--- config.mk ---
export PLATFORM = sky130hd
export DESIGN_NAME = bifm_top
export DESIGN_NICKNAME = d
export VERILOG_FILES = /design/src/hdl/bifm_pkg.sv /design/src/hdl/bifm_maint_if.sv /design/src/hdl/bifm_in_cond.sv /design/src/hdl/bifm_maint.sv /design/src/hdl/bifm_top.sv
export SDC_FILE = /design/constraint.sdc
export NUM_CORES = 1
export LEC_CHECK = 0
export BUFFER_PORTS_ARGS = -buffer_cell sky130_fd_sc_hd__buf_2
export CAP_MARGIN = 20
export CORE_MARGIN = 10
export CORE_UTILIZATION = 30
export DETAILED_ROUTE_END_ITERATION = 7
export GPL_ROUTABILITY_DRIVEN = 0
export GPL_TIMING_DRIVEN = 0
export PLACE_DENSITY = 0.47
export SYNTH_ARGS = -nofsm -noshare
export SYNTH_HDL_FRONTEND = slang
export SYNTH_HIERARCHICAL = 1
export SYNTH_SLANG_ARGS = --single-unit
--- constraint.sdc ---
create_clock -name i_clk -period 15.8 [get_ports i_clk]
set_input_delay 1.58 -clock i_clk [delete_from_list [all_inputs] [get_ports i_clk]]
set_output_delay 1.58 -clock i_clk [all_outputs]
set_load 0.005 [all_outputs]
--- src/hdl/bifm_pkg.sv ---
// constants and register map of the binary input function matrix
package bifm_pkg;
	localparam int NUM_IN    = 6;
	localparam int NUM_FUNC  = 28;
	localparam int NUM_VBLK  = 13;
	localparam int NUM_FBLK  = 6;
	localparam int NUM_AUXT  = 3;
	localparam int NUM_AUXB  = 2;
	localparam int NUM_RELAY = 7;
	localparam int AXI_AW    = 8;
	// function index map
	localparam int FN_MAINT   = 0;
	localparam int FN_RST_SIG = 1;
	localparam int FN_RST_OUT = 2;
	localparam int FN_VBLK0   = 3;
	localparam int FN_FBLK0   = 16;
	localparam int FN_AUXT0   = 22;
	localparam int FN_AUXB0   = 25;
	localparam int FN_CB      = 27;
	// register byte offsets, and word index of the first mask register
	localparam logic [AXI_AW-1:0] ADDR_CTRL   = 8'h00;
	localparam logic [AXI_AW-1:0] ADDR_CMD    = 8'h04;
	localparam logic [AXI_AW-1:0] ADDR_STATUS = 8'h08;
	localparam logic [AXI_AW-1:0] ADDR_FUNC   = 8'h0c;
	localparam logic [5:0]        MASK_IDX0   = 6'h10;
	// field positions
	localparam int CTRL_INV_LSB   = 0;
	localparam int CTRL_NOEXT_BIT = 8;
	localparam int CMD_ENTER_BIT  = 0;
	localparam int CMD_LEAVE_BIT  = 1;
	localparam int STAT_MAINT_BIT = 8;
	localparam int STAT_BLOCK_BIT = 9;
	// reset values
	localparam logic [NUM_IN-1:0] INV_RST   = 6'h00;
	localparam logic              NOEXT_RST = 1'b0;
	localparam logic [NUM_IN-1:0] MASK_RST  = 6'h00;
	// timing
	localparam longint CLK_HZ       = 40_000_000;
	localparam longint MAINT_IDLE_S = 600;
	localparam logic [35:0] MAINT_IDLE_CYC = 36'(MAINT_IDLE_S * CLK_HZ);
	localparam logic [1:0] RESP_OKAY   = 2'b00;
	localparam logic [1:0] RESP_SLVERR = 2'b10;
	typedef enum logic [1:0] {
		ST_NORMAL = 2'b01,
		ST_MAINT  = 2'b10
	} bifm_mstate_t;
endpackage : bifm_pkg

--- src/hdl/bifm_maint_if.sv ---
// maintenance request and state signals between top and controller
`timescale 1ns/10ps
interface bifm_maint_if;
	logic enter;
	logic leave;
	logic activity;
	logic active;
	modport ctrl (input enter, input leave, input activity, output active);
	modport top  (output enter, output leave, output activity, input active);
endinterface : bifm_maint_if

--- src/hdl/bifm_in_cond.sv ---
// input synchroniser and per-input inversion
`timescale 1ns/10ps
module bifm_in_cond #(
	parameter int W = 6
) (
	// clock and reset
	input  wire logic         i_clk,
	input  wire logic         i_sys_rst,
	// pins and setting
	input  wire logic [W-1:0] i_pin,
	input  wire logic [W-1:0] i_inv,
	// conditioned logic state
	output logic      [W-1:0] o_logic
);
	logic [W-1:0] s1_reg;
	logic [W-1:0] s2_reg;

	generate
		for (genvar g = 0; g < W; g++) begin : g_bit
			always_ff @(posedge i_clk or posedge i_sys_rst) begin
				if (i_sys_rst) begin
					s1_reg[g] <= 1'b0;
					s2_reg[g] <= 1'b0;
				end else begin
					s1_reg[g] <= i_pin[g];
					s2_reg[g] <= s1_reg[g];
				end
			end
			assign o_logic[g] = s2_reg[g] ^ i_inv[g]; // [RULE17]
		end
	endgenerate
endmodule : bifm_in_cond

--- src/hdl/bifm_maint.sv ---
// maintenance condition controller with front panel idle timeout
`timescale 1ns/10ps
module bifm_maint
	import bifm_pkg::*;
#(
	parameter logic [35:0] IDLE_CYC = MAINT_IDLE_CYC
) (
	// clock and reset
	input  wire logic i_clk,
	input  wire logic i_sys_rst,
	// requests and state
	bifm_maint_if.ctrl mif
);
	bifm_mstate_t state_reg;
	bifm_mstate_t state_next;
	logic [35:0]  idle_reg;
	logic [35:0]  idle_next;
	logic         idle_done;

	assign idle_done = idle_reg == IDLE_CYC - 36'h1;
	assign idle_next = (state_reg == ST_NORMAL || mif.activity) ? 36'h0 : idle_reg + 36'h1;

	always_comb begin
		state_next = state_reg;
		unique case (state_reg)
			ST_NORMAL: if (mif.enter && !mif.leave) state_next = ST_MAINT; // [RULE1]
			ST_MAINT:  if (mif.leave || (idle_done && !mif.activity)) state_next = ST_NORMAL; // [RULE2]
		endcase
	end

	// power loss clears the condition through reset
	always_ff @(posedge i_clk or posedge i_sys_rst) begin
		if (i_sys_rst) begin
			state_reg <= ST_NORMAL; // [RULE2]
			idle_reg  <= 36'h0;
		end else begin
			state_reg <= state_next;
			idle_reg  <= idle_next;
		end
	end

	assign mif.active = state_reg == ST_MAINT;
endmodule : bifm_maint

--- src/hdl/bifm_top.sv ---
// binary input function matrix with axi4-lite register access
//
// Summary of operation
// [RULE1] maintenance is entered by mapped input, port command or front panel.
// [RULE2] maintenance ends by input, command, power loss or ten minute panel idle.
// [RULE3] maintenance without external command blocks every output contact.
// [RULE4] latched-signal reset input clears latched leds, alarm and trip memory.
// [RULE5] latched-output reset input releases every latched output contact.
// [RULE6] voltage blocking input blocks its stage and holds its delay reset.
// [RULE7] residual overvoltage blocking input blocks that stage and resets its delay.
// [RULE8] each of six frequency blocking inputs blocks its stage and resets delay.
// [RULE9] each auxiliary function is energised directly by its mapped input state.
// [RULE10] auxiliary bridges four and five have no operate timer.
// [RULE11] auxiliary bridges never feed the protection trip or alarm aggregates.
// [RULE12] auxiliary bridges are plain paths to leds and outputs only.
// [RULE13] breaker closed input feeds communications and breaker diagnostics.
// [RULE14] every function has a free per-input assignment mask.
// [RULE15] six binary inputs, so each mask is six bits wide.
// [RULE16] an empty mask never drives a function; any mapped input activates it.
// [RULE17] functions use the input state after the per-input inversion.
//
// Decided for this implementation: the placing of the registers and the AXI4-Lite interface to the registers.
`timescale 1ns/10ps
module bifm_top
	import bifm_pkg::*;
#(
	parameter logic [35:0] IDLE_CYC = MAINT_IDLE_CYC
) (
	// clock and reset
	input  wire logic                      i_clk,
	input  wire logic                      i_sys_rst,
	// axi4-lite write address
	input  wire logic                      i_axi_awvalid,
	output logic                           o_axi_awready,
	input  wire logic [bifm_pkg::AXI_AW-1:0] i_axi_awaddr,
	input  wire logic [2:0]                i_axi_awprot,
	// axi4-lite write data
	input  wire logic                      i_axi_wvalid,
	output logic                           o_axi_wready,
	input  wire logic [31:0]               i_axi_wdata,
	input  wire logic [3:0]                i_axi_wstrb,
	// axi4-lite write response
	output logic                           o_axi_bvalid,
	input  wire logic                      i_axi_bready,
	output logic      [1:0]                o_axi_bresp,
	// axi4-lite read address
	input  wire logic                      i_axi_arvalid,
	output logic                           o_axi_arready,
	input  wire logic [bifm_pkg::AXI_AW-1:0] i_axi_araddr,
	input  wire logic [2:0]                i_axi_arprot,
	// axi4-lite read data
	output logic                           o_axi_rvalid,
	input  wire logic                      i_axi_rready,
	output logic      [31:0]               o_axi_rdata,
	output logic      [1:0]                o_axi_rresp,
	// binary input pins
	input  wire logic [bifm_pkg::NUM_IN-1:0]    i_bin_in,
	// front panel
	input  wire logic                      i_panel_maint_on,
	input  wire logic                      i_panel_activity,
	// output contacts
	input  wire logic [bifm_pkg::NUM_RELAY-1:0] i_relay_cmd,
	output logic      [bifm_pkg::NUM_RELAY-1:0] o_relay_drive,
	// mapped functions
	output logic                           o_maint_active,
	output logic                           o_outputs_blocked,
	output logic                           o_reset_latched_sig,
	output logic                           o_reset_latched_out,
	output logic      [bifm_pkg::NUM_VBLK-1:0]  o_volt_stage_block,
	output logic      [bifm_pkg::NUM_FBLK-1:0]  o_freq_stage_block,
	output logic      [bifm_pkg::NUM_AUXT-1:0]  o_aux_timed_energize,
	output logic      [bifm_pkg::NUM_AUXB-1:0]  o_aux_bridge,
	output logic                           o_breaker_closed_status
);
	logic [NUM_IN-1:0]   inv_reg;
	logic                noext_reg;
	logic [NUM_IN-1:0]   mask_reg [NUM_FUNC];
	logic [NUM_IN-1:0]   in_logic;
	logic [NUM_FUNC-1:0] func_next;
	logic [NUM_FUNC-1:0] func_reg;
	logic                maint_in_d_reg;
	logic [NUM_RELAY-1:0] relay_reg;
	logic                blocked;
	// write path state
	logic                aw_hold_reg;
	logic                w_hold_reg;
	logic [AXI_AW-1:0]   aw_addr_reg;
	logic [31:0]         w_data_reg;
	logic [3:0]          w_strb_reg;
	logic                bvalid_reg;
	logic [1:0]          bresp_reg;
	logic                do_wr;
	logic [5:0]          wr_idx;
	logic [5:0]          wr_midx;
	logic                wr_ctrl;
	logic                wr_cmd;
	logic                wr_mask;
	logic                wr_ok;
	logic                cmd_enter;
	logic                cmd_leave;
	// read path state
	logic                rvalid_reg;
	logic [31:0]         rdata_reg;
	logic [1:0]          rresp_reg;
	logic                do_rd;
	logic [5:0]          rd_idx;
	logic [5:0]          rd_midx;
	logic                rd_mask;
	logic                rd_known;
	logic [31:0]         rd_data;

	bifm_maint_if mif ();

	bifm_in_cond #(.W(NUM_IN)) u_in_cond (
		.i_clk     (i_clk),
		.i_sys_rst (i_sys_rst),
		.i_pin     (i_bin_in),
		.i_inv     (inv_reg),
		.o_logic   (in_logic)
	);

	bifm_maint #(.IDLE_CYC(IDLE_CYC)) u_maint (
		.i_clk     (i_clk),
		.i_sys_rst (i_sys_rst),
		.mif       (mif)
	);

	// function matrix: or of the masked input states
	generate
		for (genvar f = 0; f < NUM_FUNC; f++) begin : g_func
			assign func_next[f] = |(mask_reg[f] & in_logic); // [RULE14] [RULE15] [RULE16] [RULE17]
		end
	endgenerate

	// maintenance sources; input level edges request entry and exit
	assign mif.enter    = cmd_enter || i_panel_maint_on || (func_reg[FN_MAINT] && !maint_in_d_reg); // [RULE1]
	assign mif.leave    = cmd_leave || (!func_reg[FN_MAINT] && maint_in_d_reg); // [RULE2]
	assign mif.activity = i_panel_activity || i_panel_maint_on; // [RULE2]
	assign blocked      = mif.active && noext_reg; // [RULE3]

	always_ff @(posedge i_clk or posedge i_sys_rst) begin
		if (i_sys_rst) begin
			func_reg       <= '0;
			maint_in_d_reg <= 1'b0;
			relay_reg      <= '0;
		end else begin
			func_reg       <= func_next;
			maint_in_d_reg <= func_reg[FN_MAINT];
			relay_reg      <= blocked ? '0 : i_relay_cmd; // [RULE3]
		end
	end

	assign o_relay_drive           = relay_reg;
	assign o_maint_active          = mif.active;
	assign o_outputs_blocked       = blocked;
	assign o_reset_latched_sig     = func_reg[FN_RST_SIG]; // [RULE4]
	assign o_reset_latched_out     = func_reg[FN_RST_OUT]; // [RULE5]
	// over, under, positive, negative and residual stages in that order
	assign o_volt_stage_block      = func_reg[FN_VBLK0 +: NUM_VBLK]; // [RULE6] [RULE7]
	assign o_freq_stage_block      = func_reg[FN_FBLK0 +: NUM_FBLK]; // [RULE8]
	assign o_aux_timed_energize    = func_reg[FN_AUXT0 +: NUM_AUXT]; // [RULE9]
	// bridges go to the led and output matrix only, never through timers or aggregates
	assign o_aux_bridge            = func_reg[FN_AUXB0 +: NUM_AUXB]; // [RULE10] [RULE11] [RULE12]
	assign o_breaker_closed_status = func_reg[FN_CB]; // [RULE13]

	// write address decode
	assign do_wr   = aw_hold_reg && w_hold_reg && !bvalid_reg;
	assign wr_idx  = aw_addr_reg[7:2];
	assign wr_midx = wr_idx - MASK_IDX0;
	assign wr_ctrl = aw_addr_reg == ADDR_CTRL;
	assign wr_cmd  = aw_addr_reg == ADDR_CMD;
	assign wr_mask = wr_idx >= MASK_IDX0 && wr_midx < 6'(NUM_FUNC) && aw_addr_reg[1:0] == 2'b00;
	assign wr_ok   = wr_ctrl || wr_cmd || wr_mask;
	assign cmd_enter = do_wr && wr_cmd && w_strb_reg[0] && w_data_reg[CMD_ENTER_BIT]; // [RULE1]
	assign cmd_leave = do_wr && wr_cmd && w_strb_reg[0] && w_data_reg[CMD_LEAVE_BIT]; // [RULE2]

	assign o_axi_awready = !aw_hold_reg && !bvalid_reg;
	assign o_axi_wready  = !w_hold_reg && !bvalid_reg;
	assign o_axi_bvalid  = bvalid_reg;
	assign o_axi_bresp   = bresp_reg;

	always_ff @(posedge i_clk or posedge i_sys_rst) begin
		if (i_sys_rst) begin
			aw_hold_reg <= 1'b0;
			w_hold_reg  <= 1'b0;
			aw_addr_reg <= '0;
			w_data_reg  <= '0;
			w_strb_reg  <= '0;
		end else begin
			if (i_axi_awvalid && o_axi_awready) begin
				aw_hold_reg <= 1'b1;
				aw_addr_reg <= i_axi_awaddr;
			end else if (do_wr) begin
				aw_hold_reg <= 1'b0;
			end
			if (i_axi_wvalid && o_axi_wready) begin
				w_hold_reg <= 1'b1;
				w_data_reg <= i_axi_wdata;
				w_strb_reg <= i_axi_wstrb;
			end else if (do_wr) begin
				w_hold_reg <= 1'b0;
			end
		end
	end

	always_ff @(posedge i_clk or posedge i_sys_rst) begin
		if (i_sys_rst) begin
			bvalid_reg <= 1'b0;
			bresp_reg  <= RESP_OKAY;
		end else if (do_wr) begin
			bvalid_reg <= 1'b1;
			bresp_reg  <= wr_ok ? RESP_OKAY : RESP_SLVERR;
		end else if (i_axi_bready) begin
			bvalid_reg <= 1'b0;
		end
	end

	// settings registers, byte lanes honoured
	always_ff @(posedge i_clk or posedge i_sys_rst) begin
		if (i_sys_rst) begin
			inv_reg   <= INV_RST;
			noext_reg <= NOEXT_RST;
		end else if (do_wr && wr_ctrl) begin
			if (w_strb_reg[0]) inv_reg <= w_data_reg[CTRL_INV_LSB +: NUM_IN]; // [RULE17]
			if (w_strb_reg[1]) noext_reg <= w_data_reg[CTRL_NOEXT_BIT]; // [RULE3]
		end
	end

	generate
		for (genvar m = 0; m < NUM_FUNC; m++) begin : g_mask
			always_ff @(posedge i_clk or posedge i_sys_rst) begin
				if (i_sys_rst) begin
					mask_reg[m] <= MASK_RST; // [RULE16]
				end else if (do_wr && wr_mask && wr_midx == 6'(m) && w_strb_reg[0]) begin
					mask_reg[m] <= w_data_reg[NUM_IN-1:0]; // [RULE14]
				end
			end
		end
	endgenerate

	// read decode and data selection
	assign do_rd    = i_axi_arvalid && o_axi_arready;
	assign rd_idx   = i_axi_araddr[7:2];
	assign rd_midx  = rd_idx - MASK_IDX0;
	assign rd_mask  = rd_idx >= MASK_IDX0 && rd_midx < 6'(NUM_FUNC) && i_axi_araddr[1:0] == 2'b00;
	assign rd_known = rd_mask || i_axi_araddr == ADDR_CTRL || i_axi_araddr == ADDR_CMD
		|| i_axi_araddr == ADDR_STATUS || i_axi_araddr == ADDR_FUNC;
	assign rd_data  =
		rd_mask                      ? {26'h0, mask_reg[rd_midx[4:0]]} :
		i_axi_araddr == ADDR_CTRL    ? {23'h0, noext_reg, 2'h0, inv_reg} :
		i_axi_araddr == ADDR_STATUS  ? {22'h0, blocked, mif.active, 2'h0, in_logic} :
		i_axi_araddr == ADDR_FUNC    ? {4'h0, func_reg} : 32'h0;

	assign o_axi_arready = !rvalid_reg;
	assign o_axi_rvalid  = rvalid_reg;
	assign o_axi_rdata   = rdata_reg;
	assign o_axi_rresp   = rresp_reg;

	always_ff @(posedge i_clk or posedge i_sys_rst) begin
		if (i_sys_rst) begin
			rvalid_reg <= 1'b0;
			rdata_reg  <= '0;
			rresp_reg  <= RESP_OKAY;
		end else if (do_rd) begin
			rvalid_reg <= 1'b1;
			rdata_reg  <= rd_data;
			rresp_reg  <= rd_known ? RESP_OKAY : RESP_SLVERR;
		end else if (i_axi_rready) begin
			rvalid_reg <= 1'b0;
		end
	end
endmodule : bifm_top

After elaboration in Yosys (flattened, before gate mapping). Index checks and enable logic that the tools add are counted. Widths: inputs -> output; s select.

Order comparisons: 5. Eq/ne operators: 36. Add/sub/neg operators: 3. Bitwise operators: 35. Reductions and logical operators: 138. Multiplexer cells: 21.

Operators by type and width (count): $and 6x6->6 (28); $reduce_or 6->1 (28); $mux 28 (4); $logic_and 1x1->1 (78); $eq 6x5->1 const B (12); $eq 6x4->1 const B (8); $add 36x1->36 const B (1); $eq 36x35->1 const B (1); $mux 36 (1); $bmux 6 s5 (1); $eq 6x3->1 const B (4); $eq 8x3->1 const B (2); $eq 8x4->1 const B (2); $logic_not 8->1 (2); $eq 6x2->1 const B (2); $ge 6x5->1 const B (2); $logic_or 1x1->1 (12); $lt 6x5->1 const B (2); $mux 6 (2); $sub 6x5->6 const B (2); $logic_not 1->1 (8); $mux 2 (4); $reduce_bool 2->1 (4); $mux 1 (7); other kinds (13) (21).

Bits in registers: 320. Logic and storage cells: 295. Output and inout bits: 77.

Depth between registers and ports, before layout.
Word-level depth: 10. Mapped depth: 11. Gate-level depth less buffers: 11.

Cells and area by module. The synthesis kept the hierarchy.

By module, submodules not included: bifm_top (area an instance 12502.0 um^2, sequential area each 6556.3 um^2, cells each 945, times used 1); bifm_maint (area an instance 2030.7 um^2, sequential area each 952.2 um^2, cells each 217, times used 1); bifm_in_cond (area an instance 356.6 um^2, sequential area each 300.3 um^2, cells each 19, times used 1).

Least setup slack after synthesis. OpenSTA, ideal clock, no wires.

Kind: in2reg. Start: input i_axi_araddr[6] in the netlist's numbering. End: register rdata_reg[10], in the netlist o_axi_rdata[10]. Required time: 15.679 ns. Setup time: 0.121 ns. Path slack: 12.438 ns. Stages: 9. Path buffers: 3. Arrival time: 3.241 ns. Cells stage by stage: clkbuf_1 -> inv_1 -> ha_1 -> and4b_1 -> clkbuf_1 -> nor2_1 -> and4_1 -> buf_2 -> a22o_1.

Word-level cells in the longest chain between the ends: 5. Elaborated cells between the ends (all ways): 12.

Ends and longest elaborated chain: from (decl) (RTL line bifm_top.sv:49) `input wire logic [bifm_pkg::AXI_AW-1:0] i_axi_araddr,`; $sub 6x5->6 / $eq 8x4->1 (equally long branches) (RTL line bifm_top.sv:244, bifm_top.sv:252); $lt 6x5->1 / $mux 28 (equally long branches) (RTL line bifm_top.sv:245, bifm_top.sv:252); $logic_and 1x1->1 / $mux 28 (equally long branches) (RTL line bifm_top.sv:245, bifm_top.sv:251); $logic_and 1x1->1 / $mux 28 (equally long branches) (RTL line bifm_top.sv:245, bifm_top.sv:250); $mux 28 * (RTL line bifm_top.sv:249) `rd_mask ? {26'h0, mask_reg[rd_midx[4:0]]} :`; to (signal assigned) (RTL line bifm_top.sv:266) `rdata_reg <= rd_data;`; to (decl) (RTL line bifm_top.sv:103) `logic [31:0] rdata_reg;`.

Every way passes the cells marked *; elsewhere a longest branch is shown, timed or not. A chain may end at the register's enable or synchronous reset.

Final worst setup path.
Start: input i_axi_araddr[6] in the netlist's numbering. End: register rdata_reg[12], in the netlist o_axi_rdata[12].

Same word-level chain as after synthesis.

==> metrics <==
outcome=complete, no violations; TNS Setup=0 ns; Worst Setup SP=i_axi_araddr[6]; first-pass GRT wire length=74.8 mm; RSZ-0062 raised after global routing=no; CTS tree=yes; Peak VDD IR=95.9 uV; Synth top cells by count=dfrtp_1, mux2_2, a22oi_1; full die area=0.0589 mm2; Inst Count DP=1,967; Post-synth EDFFs=0; worst hold start=u_in_cond/s1_reg[3]; later-pin clock latency in the skew report=0.57 ns; CTS max path bufs=3; Mapped Area=0.0149 mm2; CTS Hold Bufs=0; post-synth top area share=52.3%; total global routing overflow=0; Ys Warns=6; Synth Register Bits=312; sequential element share of the synthesized area=52.4%; Post-synth top flop=dfrtp_1; crit path time final=3.53 ns; drt pass-1 iters=5; Fillers=4,930; Max Clk Rate=284 MHz; max_slew headroom=35.7%; Post-CTS Setup Inserts=0; initial antenna violation count=3; FFs w/ async S/R, synth=100%; worst hold path depth=0; Max Slew Vio Count=0; num rows=81; final net count=1,431; vias after detailed routing=10,700; DRC viols=0; Syn Inst Count=1,181; Clock Skews=0.0330 ns; Initial Util=30.4%; PortBufs=115; worst reg2reg startpoint=aw_addr_reg[7]; Core Area=0.0491 mm2; post_cts resized=0; WP data required=16.24 ns; r2r setup slk=12.68 ns; Worst setup SP type=input port; Setup crit end kind=flip-flop; final hold viol count=0; most common cell in the netlist=dfrtp_1; post-synth top area cell=dfrtp_1; num ports=157; top cells by area, synth=dfrtp_1, mux2_2, mux4_2; Yosys cell types=64; Largest register FFs=168; Hold Crit Class=reg -> reg; gr usage total=16.6%; Worst Hold End=u_in_cond/s2_reg[3]; CP Max Fanout=10; H-tree depth=2; P_leak=8.12 nW; vias in the first global route=11,000; WL final=49.6 mm; Worst-Margin Slew=0.964 ns; DPL Wire Length=35.9 mm; Cell Count, Final, Fillers Out=2,035; share of cells above drive strength 1=35.5%; Clock transition at path regs=0.06 ns; pwr/cell area=131 mW/mm2; reg-to-reg critical path endpoint=u_maint/state_reg[1]; FF/Latch Area=0.00781 mm2; routed len/inst=24.4 um; period utilisation layout=22.3%; endpoints failing setup=0; Die Width=243 um; Worst Reg-to-Reg Cells=11; Mapped Avg Cell Area=12.6 um2; largest net degree at the start of global routing=117; cts bufs inserted=38; Detail Route Antenna Nets=0; initial DRC count=842; crit path kind=in -> reg; total power=2.32 mW; Die Span Y=243 um; max cap viols=0; CTS sink count=312; root buffer cell=clkbuf_16; multi-input logic area=0.00645 mm2; Layout area overhead=19.0%; via density per instance=5.26; Crit path arrival time=3.97 ns
[power breakdown]
group / leakage (nW) / total, mW / switching [mW] / internal, mW
Clock: 0.653 / 0.931 / 0.359 / 0.573
Sequential: 4.25 / 0.936 / 0.0719 / 0.864
Combinational: 3.22 / 0.455 / 0.317 / 0.138
Total: 8.12 / 2.32 / 0.747 / 1.57
[how the worst max path moves through the flow]
stage	to	slack [ns]	cells past startpoint
after floorplan	aw_addr_reg[0]	7.01	1
after global placement	aw_hold_reg	3.48	2
after detailed placement	o_axi_rdata[13]	11.72	10
after CTS	o_axi_rdata[12]	12.29	10
after global routing	o_axi_rdata[13]	12.12	10
final	o_axi_rdata[12]	12.27	10
[metal layers]
| metal | track usage, % | vias to the layer above | wire length [um] |
|---|---|---|---|
| met2 | 25.3 | 388 | 22100 |
| li1 | - | 4726 | - |
| met3 | 3.95 | 71 | 3430 |
| met1 | 23.2 | 5522 | 22700 |
| met4 | 4.76 | 4 | 1280 |
| met5 | 0 | - | 22 |
[kinds of logic (layout without fill, tap and decap cells)]
kind of cell             count (synthesis)  count (layout)  share of synthesized area (%)
buffers and inverters                  129             313                           4.36
adder cells (fa/ha/maj)                  8               8                          0.672
XOR/XNOR                                18              18                           1.06
AND/OR/NAND/NOR                        244             244                           9.45
AO/OA/AOI/OAI                          215             215                           10.2
multiplexers                           254             254                           21.8
flip-flops                             312             312                           52.4
other                                    1               7                         0.0252
[metrics by stage]
step	instance area [um2]	utilization (%)	setup WS [ns]	hold slack (ns)
detailed placement	16400	33.4	11.72	0.340
CTS	17700	36.1	12.29	0.353
finish	17700	36.1	12.27	0.350
global placement	16300	33.3	3.48	0.336
floorplan	14900	-	7.01	0.331
global route	17700	36.1	12.12	0.352
[layout make-up]
cell class                 count  area share, %
antenna                        1         0.0141
buffer                       111           3.28
clock buffer                  53           6.26
clock inverter                14           1.26
inverter                      18          0.424
multi-input combinational    745           36.4
sequential                   312           44.1
tap                          664           4.69
timing repair buffer         117           3.56
[worst max-delay path, stage by stage]
cell and delay, ns:
buf_2 0.16, clkbuf_1 0.39, inv_1 0.26, ha_1 0.36, and4b_1 0.19, clkbuf_1 0.25
nor2_1 0.11, and4_1 0.24, buf_2 0.21, a22o_1 0.20
[cell usage in the layout, fill, tap and decap left out, types with 14 or more instances in the layout]
cell type / count
nor2_1: 32
nand2_1: 40
a21oi_1: 38
or4_1: 18
nor2_2: 24
buf_2: 130
nand3_1: 47
buf_1: 14
clkbuf_1: 52
nand4_1: 16
a22o_1: 20
inv_1: 16
clkbuf_16: 39
a22oi_1: 87
mux2_2: 178
buf_4: 33
mux2i_1: 27
o21ai_0: 20
mux4_2: 37
o31ai_1: 20
dfrtp_1: 311
Power figures use the tool's default switching activity.
